`config.mk`:
```
export PLATFORM = sky130hd
export DESIGN_NAME = interrupt_level_map
export DESIGN_NICKNAME = d
export VERILOG_FILES = /design/src/hw/level_map_pkg.sv /design/src/hw/reg_access_if.sv /design/src/hw/axi_lite_slave.sv /design/src/hw/level_resolver.sv /design/src/hw/interrupt_level_map.sv
export SDC_FILE = /design/constraint.sdc
export NUM_CORES = 1
export LEC_CHECK = 0
export BUFFER_PORTS_ARGS = -buffer_cell sky130_fd_sc_hd__buf_2
export CORE_ASPECT_RATIO = 2
export CORE_UTILIZATION = 51
export CTS_BUF_LIST = sky130_fd_sc_hd__clkbuf_16
export CTS_CLUSTER_SIZE = 12
export DETAILED_ROUTE_END_ITERATION = 10
export PLACE_DENSITY = 0.77
export SYNTH_ARGS = -nofsm -noshare
export SYNTH_HDL_FRONTEND = slang
export SYNTH_SLANG_ARGS = --single-unit
```
`constraint.sdc`:
```
create_clock -name aclk -period 16.15 [get_ports aclk]
set_input_delay 3.23 -clock aclk [delete_from_list [all_inputs] [get_ports aclk]]
set_output_delay 3.23 -clock aclk [all_outputs]
set_load 0.005 [all_outputs]
```
`src/hw/level_map_pkg.sv`:
```
// constants and types shared by the interrupt level map design
package level_map_pkg;

   localparam int ADDR_W  = 32;
   localparam int DATA_W  = 32;
   localparam int STRB_W  = DATA_W / 8;
   localparam int LEVEL_W = 3;
   localparam int NUM_SRC = 15;

   // register byte addresses
   localparam logic [ADDR_W-1:0] OFS_SIGNALS_MONITORS = 32'hfff4007c;
   localparam logic [ADDR_W-1:0] OFS_SOFTWARE_IRQS    = 32'hfff40080;
   localparam logic [ADDR_W-1:0] OFS_BACKPLANE_IRQS   = 32'hfff40084;
   localparam logic [ADDR_W-1:0] OFS_IRQ_STATUS       = 32'hfff40090;
   localparam logic [ADDR_W-1:0] OFS_IRQ_CLEAR        = 32'hfff40094;
   localparam logic [ADDR_W-1:0] OFS_IRQ_ENABLE       = 32'hfff40098;

   // six used bits in each byte lane, room for two level fields per lane
   localparam logic [DATA_W-1:0] LEVEL_USED_MASK = 32'h3f3f3f3f;
   localparam logic [DATA_W-1:0] LEVEL_RESET     = 32'h00000000;
   localparam logic [NUM_SRC-1:0] IRQ_ENABLE_RESET = 15'h0000;
   localparam logic [NUM_SRC-1:0] IRQ_STATUS_RESET = 15'h0000;
   localparam logic [LEVEL_W-1:0] LEVEL_NONE      = 3'h0;
   localparam int SPARE_LSB = 27;

   localparam logic [1:0] RESP_OKAY   = 2'b00;
   localparam logic [1:0] RESP_SLVERR = 2'b10;

   // which level register holds a source's field
   typedef enum logic [1:0] {
      SEL_SIGNALS_MONITORS = 2'b00,
      SEL_SOFTWARE_IRQS    = 2'b01,
      SEL_BACKPLANE_IRQS   = 2'b10
   } level_reg_sel_t;

   // sources: signal0, signal1, monitor0, monitor1, soft0..soft7, backplane 5, 6, 7
   localparam level_reg_sel_t SRC_REG [NUM_SRC] = '{
      SEL_SIGNALS_MONITORS, SEL_SIGNALS_MONITORS, SEL_SIGNALS_MONITORS, SEL_SIGNALS_MONITORS,
      SEL_SOFTWARE_IRQS, SEL_SOFTWARE_IRQS, SEL_SOFTWARE_IRQS, SEL_SOFTWARE_IRQS,
      SEL_SOFTWARE_IRQS, SEL_SOFTWARE_IRQS, SEL_SOFTWARE_IRQS, SEL_SOFTWARE_IRQS,
      SEL_BACKPLANE_IRQS, SEL_BACKPLANE_IRQS, SEL_BACKPLANE_IRQS};
   localparam int SRC_LSB [NUM_SRC] = '{8, 11, 0, 3, 0, 3, 8, 11, 16, 19, 24, 27, 16, 19, 24};

endpackage

```
`src/hw/reg_access_if.sv`:
```
// register access strobes between the bus slave and the register file
`timescale 1ns/1ps
interface reg_access_if
   import level_map_pkg::*;
   ();
   logic              wr_en;
   logic [ADDR_W-1:0] wr_addr;
   logic [DATA_W-1:0] wr_data;
   logic [STRB_W-1:0] wr_strb;
   logic              wr_ok;
   logic              rd_en;
   logic [ADDR_W-1:0] rd_addr;
   logic [DATA_W-1:0] rd_data;
   logic              rd_ok;

   modport bus  (output wr_en, wr_addr, wr_data, wr_strb, rd_en, rd_addr, input wr_ok, rd_data, rd_ok);
   modport regs (input wr_en, wr_addr, wr_data, wr_strb, rd_en, rd_addr, output wr_ok, rd_data, rd_ok);
endinterface

```
`src/hw/axi_lite_slave.sv`:
```
// axi4-lite slave front end turning bus transfers into register strobes
`timescale 1ns/1ps
module axi_lite_slave
   import level_map_pkg::*;
(
   input  wire logic              aclk,
   input  wire logic              aresetn,
   input  wire logic [ADDR_W-1:0] awaddr,
   input  wire logic              awvalid,
   output logic                   awready,
   input  wire logic [DATA_W-1:0] wdata,
   input  wire logic [STRB_W-1:0] wstrb,
   input  wire logic              wvalid,
   output logic                   wready,
   output logic [1:0]             bresp,
   output logic                   bvalid,
   input  wire logic              bready,
   input  wire logic [ADDR_W-1:0] araddr,
   input  wire logic              arvalid,
   output logic                   arready,
   output logic [DATA_W-1:0]      rdata,
   output logic [1:0]             rresp,
   output logic                   rvalid,
   input  wire logic              rready,
   reg_access_if.bus              acc
);
   logic              aw_full_reg;
   logic              w_full_reg;
   logic [ADDR_W-1:0] aw_addr_reg;
   logic [DATA_W-1:0] w_data_reg;
   logic [STRB_W-1:0] w_strb_reg;
   logic              awready_reg;
   logic              wready_reg;
   logic              bvalid_reg;
   logic [1:0]        bresp_reg;
   logic              arready_reg;
   logic              rvalid_reg;
   logic [DATA_W-1:0] rdata_reg;
   logic [1:0]        rresp_reg;

   // address and data are taken in either order; the write fires once both are held
   wire aw_hs        = awvalid & awready_reg;
   wire w_hs         = wvalid & wready_reg;
   wire do_wr        = aw_full_reg & w_full_reg & ~bvalid_reg;
   wire aw_full_next = (aw_full_reg | aw_hs) & ~do_wr;
   wire w_full_next  = (w_full_reg | w_hs) & ~do_wr;
   wire bvalid_next  = do_wr | (bvalid_reg & ~bready);
   wire ar_hs        = arvalid & arready_reg;
   wire rvalid_next  = ar_hs | (rvalid_reg & ~rready);

   assign acc.wr_en   = do_wr;
   assign acc.wr_addr = aw_addr_reg;
   assign acc.wr_data = w_data_reg;
   assign acc.wr_strb = w_strb_reg;
   assign acc.rd_en   = ar_hs;
   assign acc.rd_addr = araddr;

   // write channel state; ready drops while a write is held or answered
   always_ff @(posedge aclk) begin
      if (!aresetn) begin
         aw_full_reg <= 1'b0;
         w_full_reg  <= 1'b0;
         awready_reg <= 1'b0;
         wready_reg  <= 1'b0;
         bvalid_reg  <= 1'b0;
         bresp_reg   <= RESP_OKAY;
         aw_addr_reg <= '0;
         w_data_reg  <= '0;
         w_strb_reg  <= '0;
      end else begin
         aw_full_reg <= aw_full_next;
         w_full_reg  <= w_full_next;
         awready_reg <= ~aw_full_next & ~bvalid_next;
         wready_reg  <= ~w_full_next & ~bvalid_next;
         bvalid_reg  <= bvalid_next;
         if (aw_hs) aw_addr_reg <= awaddr;
         if (w_hs) begin
            w_data_reg <= wdata;
            w_strb_reg <= wstrb;
         end
         if (do_wr) bresp_reg <= acc.wr_ok ? RESP_OKAY : RESP_SLVERR;
      end
   end

   // read channel; data is captured in the cycle the address is taken
   always_ff @(posedge aclk) begin
      if (!aresetn) begin
         arready_reg <= 1'b0;
         rvalid_reg  <= 1'b0;
         rdata_reg   <= '0;
         rresp_reg   <= RESP_OKAY;
      end else begin
         arready_reg <= ~rvalid_next;
         rvalid_reg  <= rvalid_next;
         if (ar_hs) begin
            rdata_reg <= acc.rd_data;
            rresp_reg <= acc.rd_ok ? RESP_OKAY : RESP_SLVERR;
         end
      end
   end

   assign awready = awready_reg;
   assign wready  = wready_reg;
   assign bvalid  = bvalid_reg;
   assign bresp   = bresp_reg;
   assign arready = arready_reg;
   assign rvalid  = rvalid_reg;
   assign rdata   = rdata_reg;
   assign rresp   = rresp_reg;
endmodule

```
`src/hw/level_resolver.sv`:
```
// picks the highest level among presented sources
`timescale 1ns/1ps
module level_resolver
   import level_map_pkg::*;
#(
   parameter int N = NUM_SRC
) (
   input  wire logic [N-1:0]              active,
   input  wire logic [N-1:0][LEVEL_W-1:0] level,
   output logic [LEVEL_W-1:0]             top_level
);
   // a zero field never wins, so such a source does not change top_level
   always_comb begin
      top_level = LEVEL_NONE;
      for (int i = 0; i < N; i++) begin
         if (active[i] && level[i] > top_level) top_level = level[i];
      end
   end
endmodule

```
`src/hw/interrupt_level_map.sv`:
```
// interrupt level map registers with source status, enable and level output
`timescale 1ns/1ps

// Notes on behaviour
// - bits 15:8 of the signals/monitors register hold the signal0 and signal1 levels.
// - bits 7:0 of the signals/monitors register hold the monitor0 and monitor1 levels.
// - bits 31:24 of the software register hold the soft 6 and soft 7 levels.
// - bits 23:16 of the software register hold the soft 4 and soft 5 levels.
// - bits 15:8 of the software register hold the soft 2 and soft 3 levels.
// - bits 7:0 of the software register hold the soft 0 and soft 1 levels.
// - bits 31:24 of the backplane register hold the request 7 level beside a spare field.
// - the spare field is stored but never affects interrupt generation.
// - bits 23:16 of the backplane register hold the request 5 and 6 levels.
// - every backplane request may be routed to any local level through its field.
// - each byte lane uses six bits, all readable and writable; bits 31:16 of signals/monitors and 15:0 of backplane hold no field.
module interrupt_level_map
   import level_map_pkg::*;
(
   input  wire logic               aclk,
   input  wire logic               aresetn,
   input  wire logic [ADDR_W-1:0]  s_axi_awaddr,
   input  wire logic               s_axi_awvalid,
   output logic                    s_axi_awready,
   input  wire logic [DATA_W-1:0]  s_axi_wdata,
   input  wire logic [STRB_W-1:0]  s_axi_wstrb,
   input  wire logic               s_axi_wvalid,
   output logic                    s_axi_wready,
   output logic [1:0]              s_axi_bresp,
   output logic                    s_axi_bvalid,
   input  wire logic               s_axi_bready,
   input  wire logic [ADDR_W-1:0]  s_axi_araddr,
   input  wire logic               s_axi_arvalid,
   output logic                    s_axi_arready,
   output logic [DATA_W-1:0]       s_axi_rdata,
   output logic [1:0]              s_axi_rresp,
   output logic                    s_axi_rvalid,
   input  wire logic               s_axi_rready,
   input  wire logic [NUM_SRC-1:0] source_request,
   output logic [LEVEL_W-1:0]      irq_level,
   output logic                    irq
);
   reg_access_if acc ();

   logic [DATA_W-1:0]               signals_monitors_reg;
   logic [DATA_W-1:0]               software_irqs_reg;
   logic [DATA_W-1:0]               backplane_irqs_reg;
   logic [NUM_SRC-1:0]              request_prev_reg;
   logic [NUM_SRC-1:0]              irq_status_reg;
   logic [NUM_SRC-1:0]              irq_enable_reg;
   logic [LEVEL_W-1:0]              irq_level_reg;
   logic                            irq_reg;
   logic [NUM_SRC-1:0][LEVEL_W-1:0] source_level;
   logic [LEVEL_W-1:0]              top_level;

   // byte-lane merge, used for every level register
   function automatic logic [DATA_W-1:0] lane_merge(input logic [DATA_W-1:0] old_val,
                                                    input logic [DATA_W-1:0] new_val,
                                                    input logic [STRB_W-1:0] strb);
      logic [DATA_W-1:0] res;
      res = old_val;
      for (int b = 0; b < STRB_W; b++) begin
         if (strb[b]) res[b*8 +: 8] = new_val[b*8 +: 8];
      end
      return res & LEVEL_USED_MASK;
   endfunction

   axi_lite_slave u_bus (
      .aclk    (aclk),
      .aresetn (aresetn),
      .awaddr  (s_axi_awaddr),
      .awvalid (s_axi_awvalid),
      .awready (s_axi_awready),
      .wdata   (s_axi_wdata),
      .wstrb   (s_axi_wstrb),
      .wvalid  (s_axi_wvalid),
      .wready  (s_axi_wready),
      .bresp   (s_axi_bresp),
      .bvalid  (s_axi_bvalid),
      .bready  (s_axi_bready),
      .araddr  (s_axi_araddr),
      .arvalid (s_axi_arvalid),
      .arready (s_axi_arready),
      .rdata   (s_axi_rdata),
      .rresp   (s_axi_rresp),
      .rvalid  (s_axi_rvalid),
      .rready  (s_axi_rready),
      .acc     (acc)
   );

   // write address decode
   wire wr_sigmon = acc.wr_en && acc.wr_addr == OFS_SIGNALS_MONITORS;
   wire wr_soft   = acc.wr_en && acc.wr_addr == OFS_SOFTWARE_IRQS;
   wire wr_back   = acc.wr_en && acc.wr_addr == OFS_BACKPLANE_IRQS;
   wire wr_clear  = acc.wr_en && acc.wr_addr == OFS_IRQ_CLEAR;
   wire wr_enable = acc.wr_en && acc.wr_addr == OFS_IRQ_ENABLE;
   // status is read-only, so a write to it is refused like an unmapped one
   assign acc.wr_ok = wr_sigmon | wr_soft | wr_back | wr_clear | wr_enable;

   // level registers, six bits per lane, cleared by reset
   always_ff @(posedge aclk) begin
      if (!aresetn) begin
         signals_monitors_reg <= LEVEL_RESET;
         software_irqs_reg    <= LEVEL_RESET;
         backplane_irqs_reg   <= LEVEL_RESET;
      end else begin
         if (wr_sigmon) signals_monitors_reg <= lane_merge(signals_monitors_reg, acc.wr_data, acc.wr_strb);
         if (wr_soft) software_irqs_reg <= lane_merge(software_irqs_reg, acc.wr_data, acc.wr_strb);
         if (wr_back) backplane_irqs_reg <= lane_merge(backplane_irqs_reg, acc.wr_data, acc.wr_strb);
      end
   end

   // each source's three-bit field; the spare field at SPARE_LSB feeds nothing
   for (genvar s = 0; s < NUM_SRC; s++) begin : g_field
      wire [DATA_W-1:0] holder = (SRC_REG[s] == SEL_SIGNALS_MONITORS) ? signals_monitors_reg :
                                 (SRC_REG[s] == SEL_SOFTWARE_IRQS)    ? software_irqs_reg :
                                                                        backplane_irqs_reg;
      assign source_level[s] = holder[SRC_LSB[s] +: LEVEL_W];
   end

   // events are request rising edges; a new event wins over a clear in the same cycle
   wire [NUM_SRC-1:0] request_rise  = source_request & ~request_prev_reg;
   wire [NUM_SRC-1:0] clear_bits    = wr_clear ? acc.wr_data[NUM_SRC-1:0] : '0;
   wire [NUM_SRC-1:0] status_next   = (irq_status_reg & ~clear_bits) | request_rise;
   wire [NUM_SRC-1:0] enable_next   = wr_enable ? acc.wr_data[NUM_SRC-1:0] : irq_enable_reg;
   wire [NUM_SRC-1:0] presented     = irq_status_reg & irq_enable_reg;

   always_ff @(posedge aclk) begin
      if (!aresetn) begin
         request_prev_reg <= '0;
         irq_status_reg   <= IRQ_STATUS_RESET;
         irq_enable_reg   <= IRQ_ENABLE_RESET;
      end else begin
         request_prev_reg <= source_request;
         irq_status_reg   <= status_next;
         irq_enable_reg   <= enable_next;
      end
   end

   level_resolver #(
      .N (NUM_SRC)
   ) u_resolve (
      .active    (presented),
      .level     (source_level),
      .top_level (top_level)
   );

   // outputs straight from flops; a zero level keeps a source off the level output
   always_ff @(posedge aclk) begin
      if (!aresetn) begin
         irq_level_reg <= LEVEL_NONE;
         irq_reg       <= 1'b0;
      end else begin
         irq_level_reg <= top_level;
         irq_reg       <= |presented;
      end
   end

   assign irq_level = irq_level_reg;
   assign irq       = irq_reg;

   // read decode; clear register is write-only and reads as zero
   wire rd_sigmon = acc.rd_addr == OFS_SIGNALS_MONITORS;
   wire rd_soft   = acc.rd_addr == OFS_SOFTWARE_IRQS;
   wire rd_back   = acc.rd_addr == OFS_BACKPLANE_IRQS;
   wire rd_status = acc.rd_addr == OFS_IRQ_STATUS;
   wire rd_clear  = acc.rd_addr == OFS_IRQ_CLEAR;
   wire rd_enable = acc.rd_addr == OFS_IRQ_ENABLE;
   assign acc.rd_ok   = rd_sigmon | rd_soft | rd_back | rd_status | rd_clear | rd_enable;
   assign acc.rd_data = rd_sigmon ? signals_monitors_reg :
                        rd_soft   ? software_irqs_reg :
                        rd_back   ? backplane_irqs_reg :
                        rd_status ? {{(DATA_W-NUM_SRC){1'b0}}, irq_status_reg} :
                        rd_enable ? {{(DATA_W-NUM_SRC){1'b0}}, irq_enable_reg} :
                                    '0;
endmodule

```
==> results.md <==
- Outcome: finished clean
- P_sw: 0.2658 mW
- Critical path class: reg2reg
- Layout cells sized above 1: 0.2542
- Place WS: -0.8560 ns
- Hold Path Class: reg2reg
- Max frequency: slightly above 60 MHz
- Distinct cell type count after synthesis: 84
- Post-synth EDFFs: 0
- Number of remaining DRC errors: 0
- Synth Instances: ~1,300
- Skew-Pair Late Insertion Delay: 0.52 ns
- Area grow syn2layout: 22.67%
- Max Clock Skew: 0.01268 ns
- Clock network power share: 0.409
- Area occupied by multi-input gates: 6013 um^2
- Part of the power in registers: 0.523
- Slew of the pin with the lowest slew margin: 1.126 ns
- Minimum clock period: 16.03 ns
- Total gr overflow: 0
- Post-synthesis sequential area ratio: 0.4216
- Largest register FFs: 48
- Critical Path End Type: register
- Die W: 103.2 um
- Slowest stage cell, crit path: or3_4
- RSZ-0062 raised after global routing: true
- Bufs on Longest Clock Path: 3
- Clk slew on worst S/H paths: 0.06 ns
- Fillers: roughly 1,700
- N_diodes: 0
- Top cells by area, synth: dfxtp_1 42%, mux2i_1 8.7%, nand2_1 7.3%
- First-pass iteration count of the detailed router: 5
- Pint: approximately 0.84 mW
- Yosys top cell area share: 0.4216
- Register area: 4409 um^2
- CTS tree: done
- Worst Path Max Fanout: 6
- I/O Pins: 167
- Final hold viol count: 0
- Rel. slew slack: 0.2493
- Leak Pwr: 5.519 nW
- Initial antenna violation count: 0
- WL final: 31.82 mm
- IO Port Bufs: 154
- Average wire per standard cell: 18.65 um
- Setup violations, final: 0
- P per Cell Area: 86.05 nW/um^2
- Post-DRT Antenna Nets: 0
- Most used cell, CP: ha_4
- #FFs+latches synth: 220
- Inserted Clock Buffers: 22
- Warnings, synthesis: 0
- Placed cells: 1,659
- Via count of the first global-routing pass: a little under 10,000
- CP arrival: 16.47 ns
- Syn avg cell area: 8.318 um^2
- Area of the die: 21,100 um^2
- Comb power frac: 0.068
- Net Sw Frac: 0.2410
- DRT iter0 DRCs: 444
- Power Total: 1.103 mW
- Main flop type after synthesis: dfxtp_1
- Async S/R FF share, synth: 0
- Row count: 73
- Setup ws final: 0.1166 ns
- Critical path required time: between 15 and 20 ns
- Total of max-cap violations: 0
- Post-route insts no fill: between 1,500 and 2,000
- Max IR drop VDD: 0.07391 mV
- Startpoint Class: register
- Die height: about 200 um
- CTS Sinks: 220
- Vias per Instance: 5.887
- Detail Placement HPWL: 21.94 mm
- Via count: 10,043
- Fin crit share: 0.9928
- Hold slack final: 0.4528 ns
- Clk root buf: clkbuf_16
- Final Max Slew Viols: 0
- Core Footprint: around 20,000 um^2
- Largest net degree at the start of global routing: 109
- Cell accounting for the most synthesized area: dfxtp_1
- Initial Utilization: 0.5223
- Area of the mapped netlist: 10,450 um^2
- NumNets Final: 1,582
- Overall Global Routing Usage: 0.2975
- Worst path max stage delay: 0.39 ns
- R2R Setup Slk: 0.12 ns
- CTS H-tree lvls: 1
- Cts hold-fix bufs: 0
- First-pass GRT wire length: 48.16 mm
- Routability cong.: 0.9411
-- worst max-delay path: cells and delay by family (launching register included) --
family | cells | cell delay [ns]
buf+inv | 6 | 0.58
simple gates | 28 | 3.51
fa+ha+maj | 18 | 4.66
flops | 1 | 0.37
compound gates | 38 | 6.28
mux | 3 | 0.53
-- layout by cell type (no fill, tap or decap), types with 9 or more instances in the layout --
cell       instances
and2_1            34
mux2i_1           90
nand2_1          198
inv_1             27
a221oi_1          28
nor2b_1           17
nand3_1           23
buf_4             74
a21oi_2            9
clkbuf_16         22
buf_2            154
mux2_2            15
o21ai_1            9
nor2_1           159
nor4_1            10
dfxtp_1          218
a221o_1           12
ha_1              11
nor2_2             9
a21oi_1           87
nor3_1            28
o21ai_0           28
and3_1            11
-- power by group through the flow --
stage	combinational [mW]	clock, mW	sequential, mW
global route	0.0835	0.477	0.578
CTS	0.0751	0.460	0.576
global placement	0.0732	0	0.588
floorplan	0.0430	0	0.584
finish	0.0751	0.451	0.577
detailed placement	0.0744	0	0.588
-- synthesized netlist by cell type, types with 4 or more instances --
master and n:
o21a_1 4, buf_4 8, o21ai_0 35, and2_1 35, nor2_1 170, ha_1 20, o31ai_1 4, nor2b_1 18
nor3_1 31, nor4_1 11, a21oi_1 94, nand4b_1 4, nand3_1 24, o21ai_1 5, a21o_1 5, nand4_1 7
mux2_2 15, dfxtp_1 220, nand2_1 203, a211oi_1 4, a211o_1 4, clkbuf_1 64, mux2i_1 91, inv_1 29
a221oi_1 29, and3_1 12, a221o_1 12, a22oi_1 5, a31oi_1 7
-- repair_timing --
item / in CTS / in global routing
setup buffers: 7 / 12
pin swaps: 22 / 70
setup endpoints to repair: 3 / 3
resized for setup: 28 / 62
-- path summary, 6_finish.rpt --
check,depth (start not counted),start,end
worst min-delay path,2,u_bus.acc.wr_addr[15],u_bus.acc.wr_addr[15]
worst max register to register,93,irq_status_reg[0],irq_level[2]
worst min register to register,2,u_bus.acc.wr_addr[15],u_bus.acc.wr_addr[15]
worst max-delay path,93,irq_status_reg[0],irq_level[2]
-- metal layers --
layer | track usage | part of all wire | vias to the layer above
met1 | 0.2783 | 0.33 | 4720
met4 | 0.2284 | 0.081 | 0
li1 | - | - | 4757
met3 | 0.04241 | 0.056 | 166
met5 | 0 | 0 | -
met2 | 0.5567 | 0.54 | 400
-- cells by family after synthesis --
family,Yosys count,synth area share
adder cells (fa/ha/maj),24,0.02802
AO/OA/AOI/OAI,256,0.1698
other,1,0.0003589
buffers and inverters,106,0.04108
multiplexers,107,0.1055
flip-flops,220,0.4216
AND/OR/NAND/NOR,542,0.2337
-- layout make-up --
type                            count  area share
Inverter                           30    0.009177
Timing Repair Buffer              230      0.1052
Clock inverter                      6    0.003807
Clock buffer                       22     0.04296
Sequential cell                   220      0.3440
Tap cell                          262     0.02558
Multi-Input combinational cell    936      0.4692
-- through the flow --
stage,utilization,instance area [um^2],TNS (ns)
2_1_floorplan,-,10470,0
3_3_place_gp,0.5847,11700,-1.760
3_5_place_dp,0.5847,11700,-2.552
4_1_cts,0.6218,12440,0
5_1_grt,0.6407,12820,-2.308
6_report,0.6407,12820,0
Power figures use the tool's default switching activity.
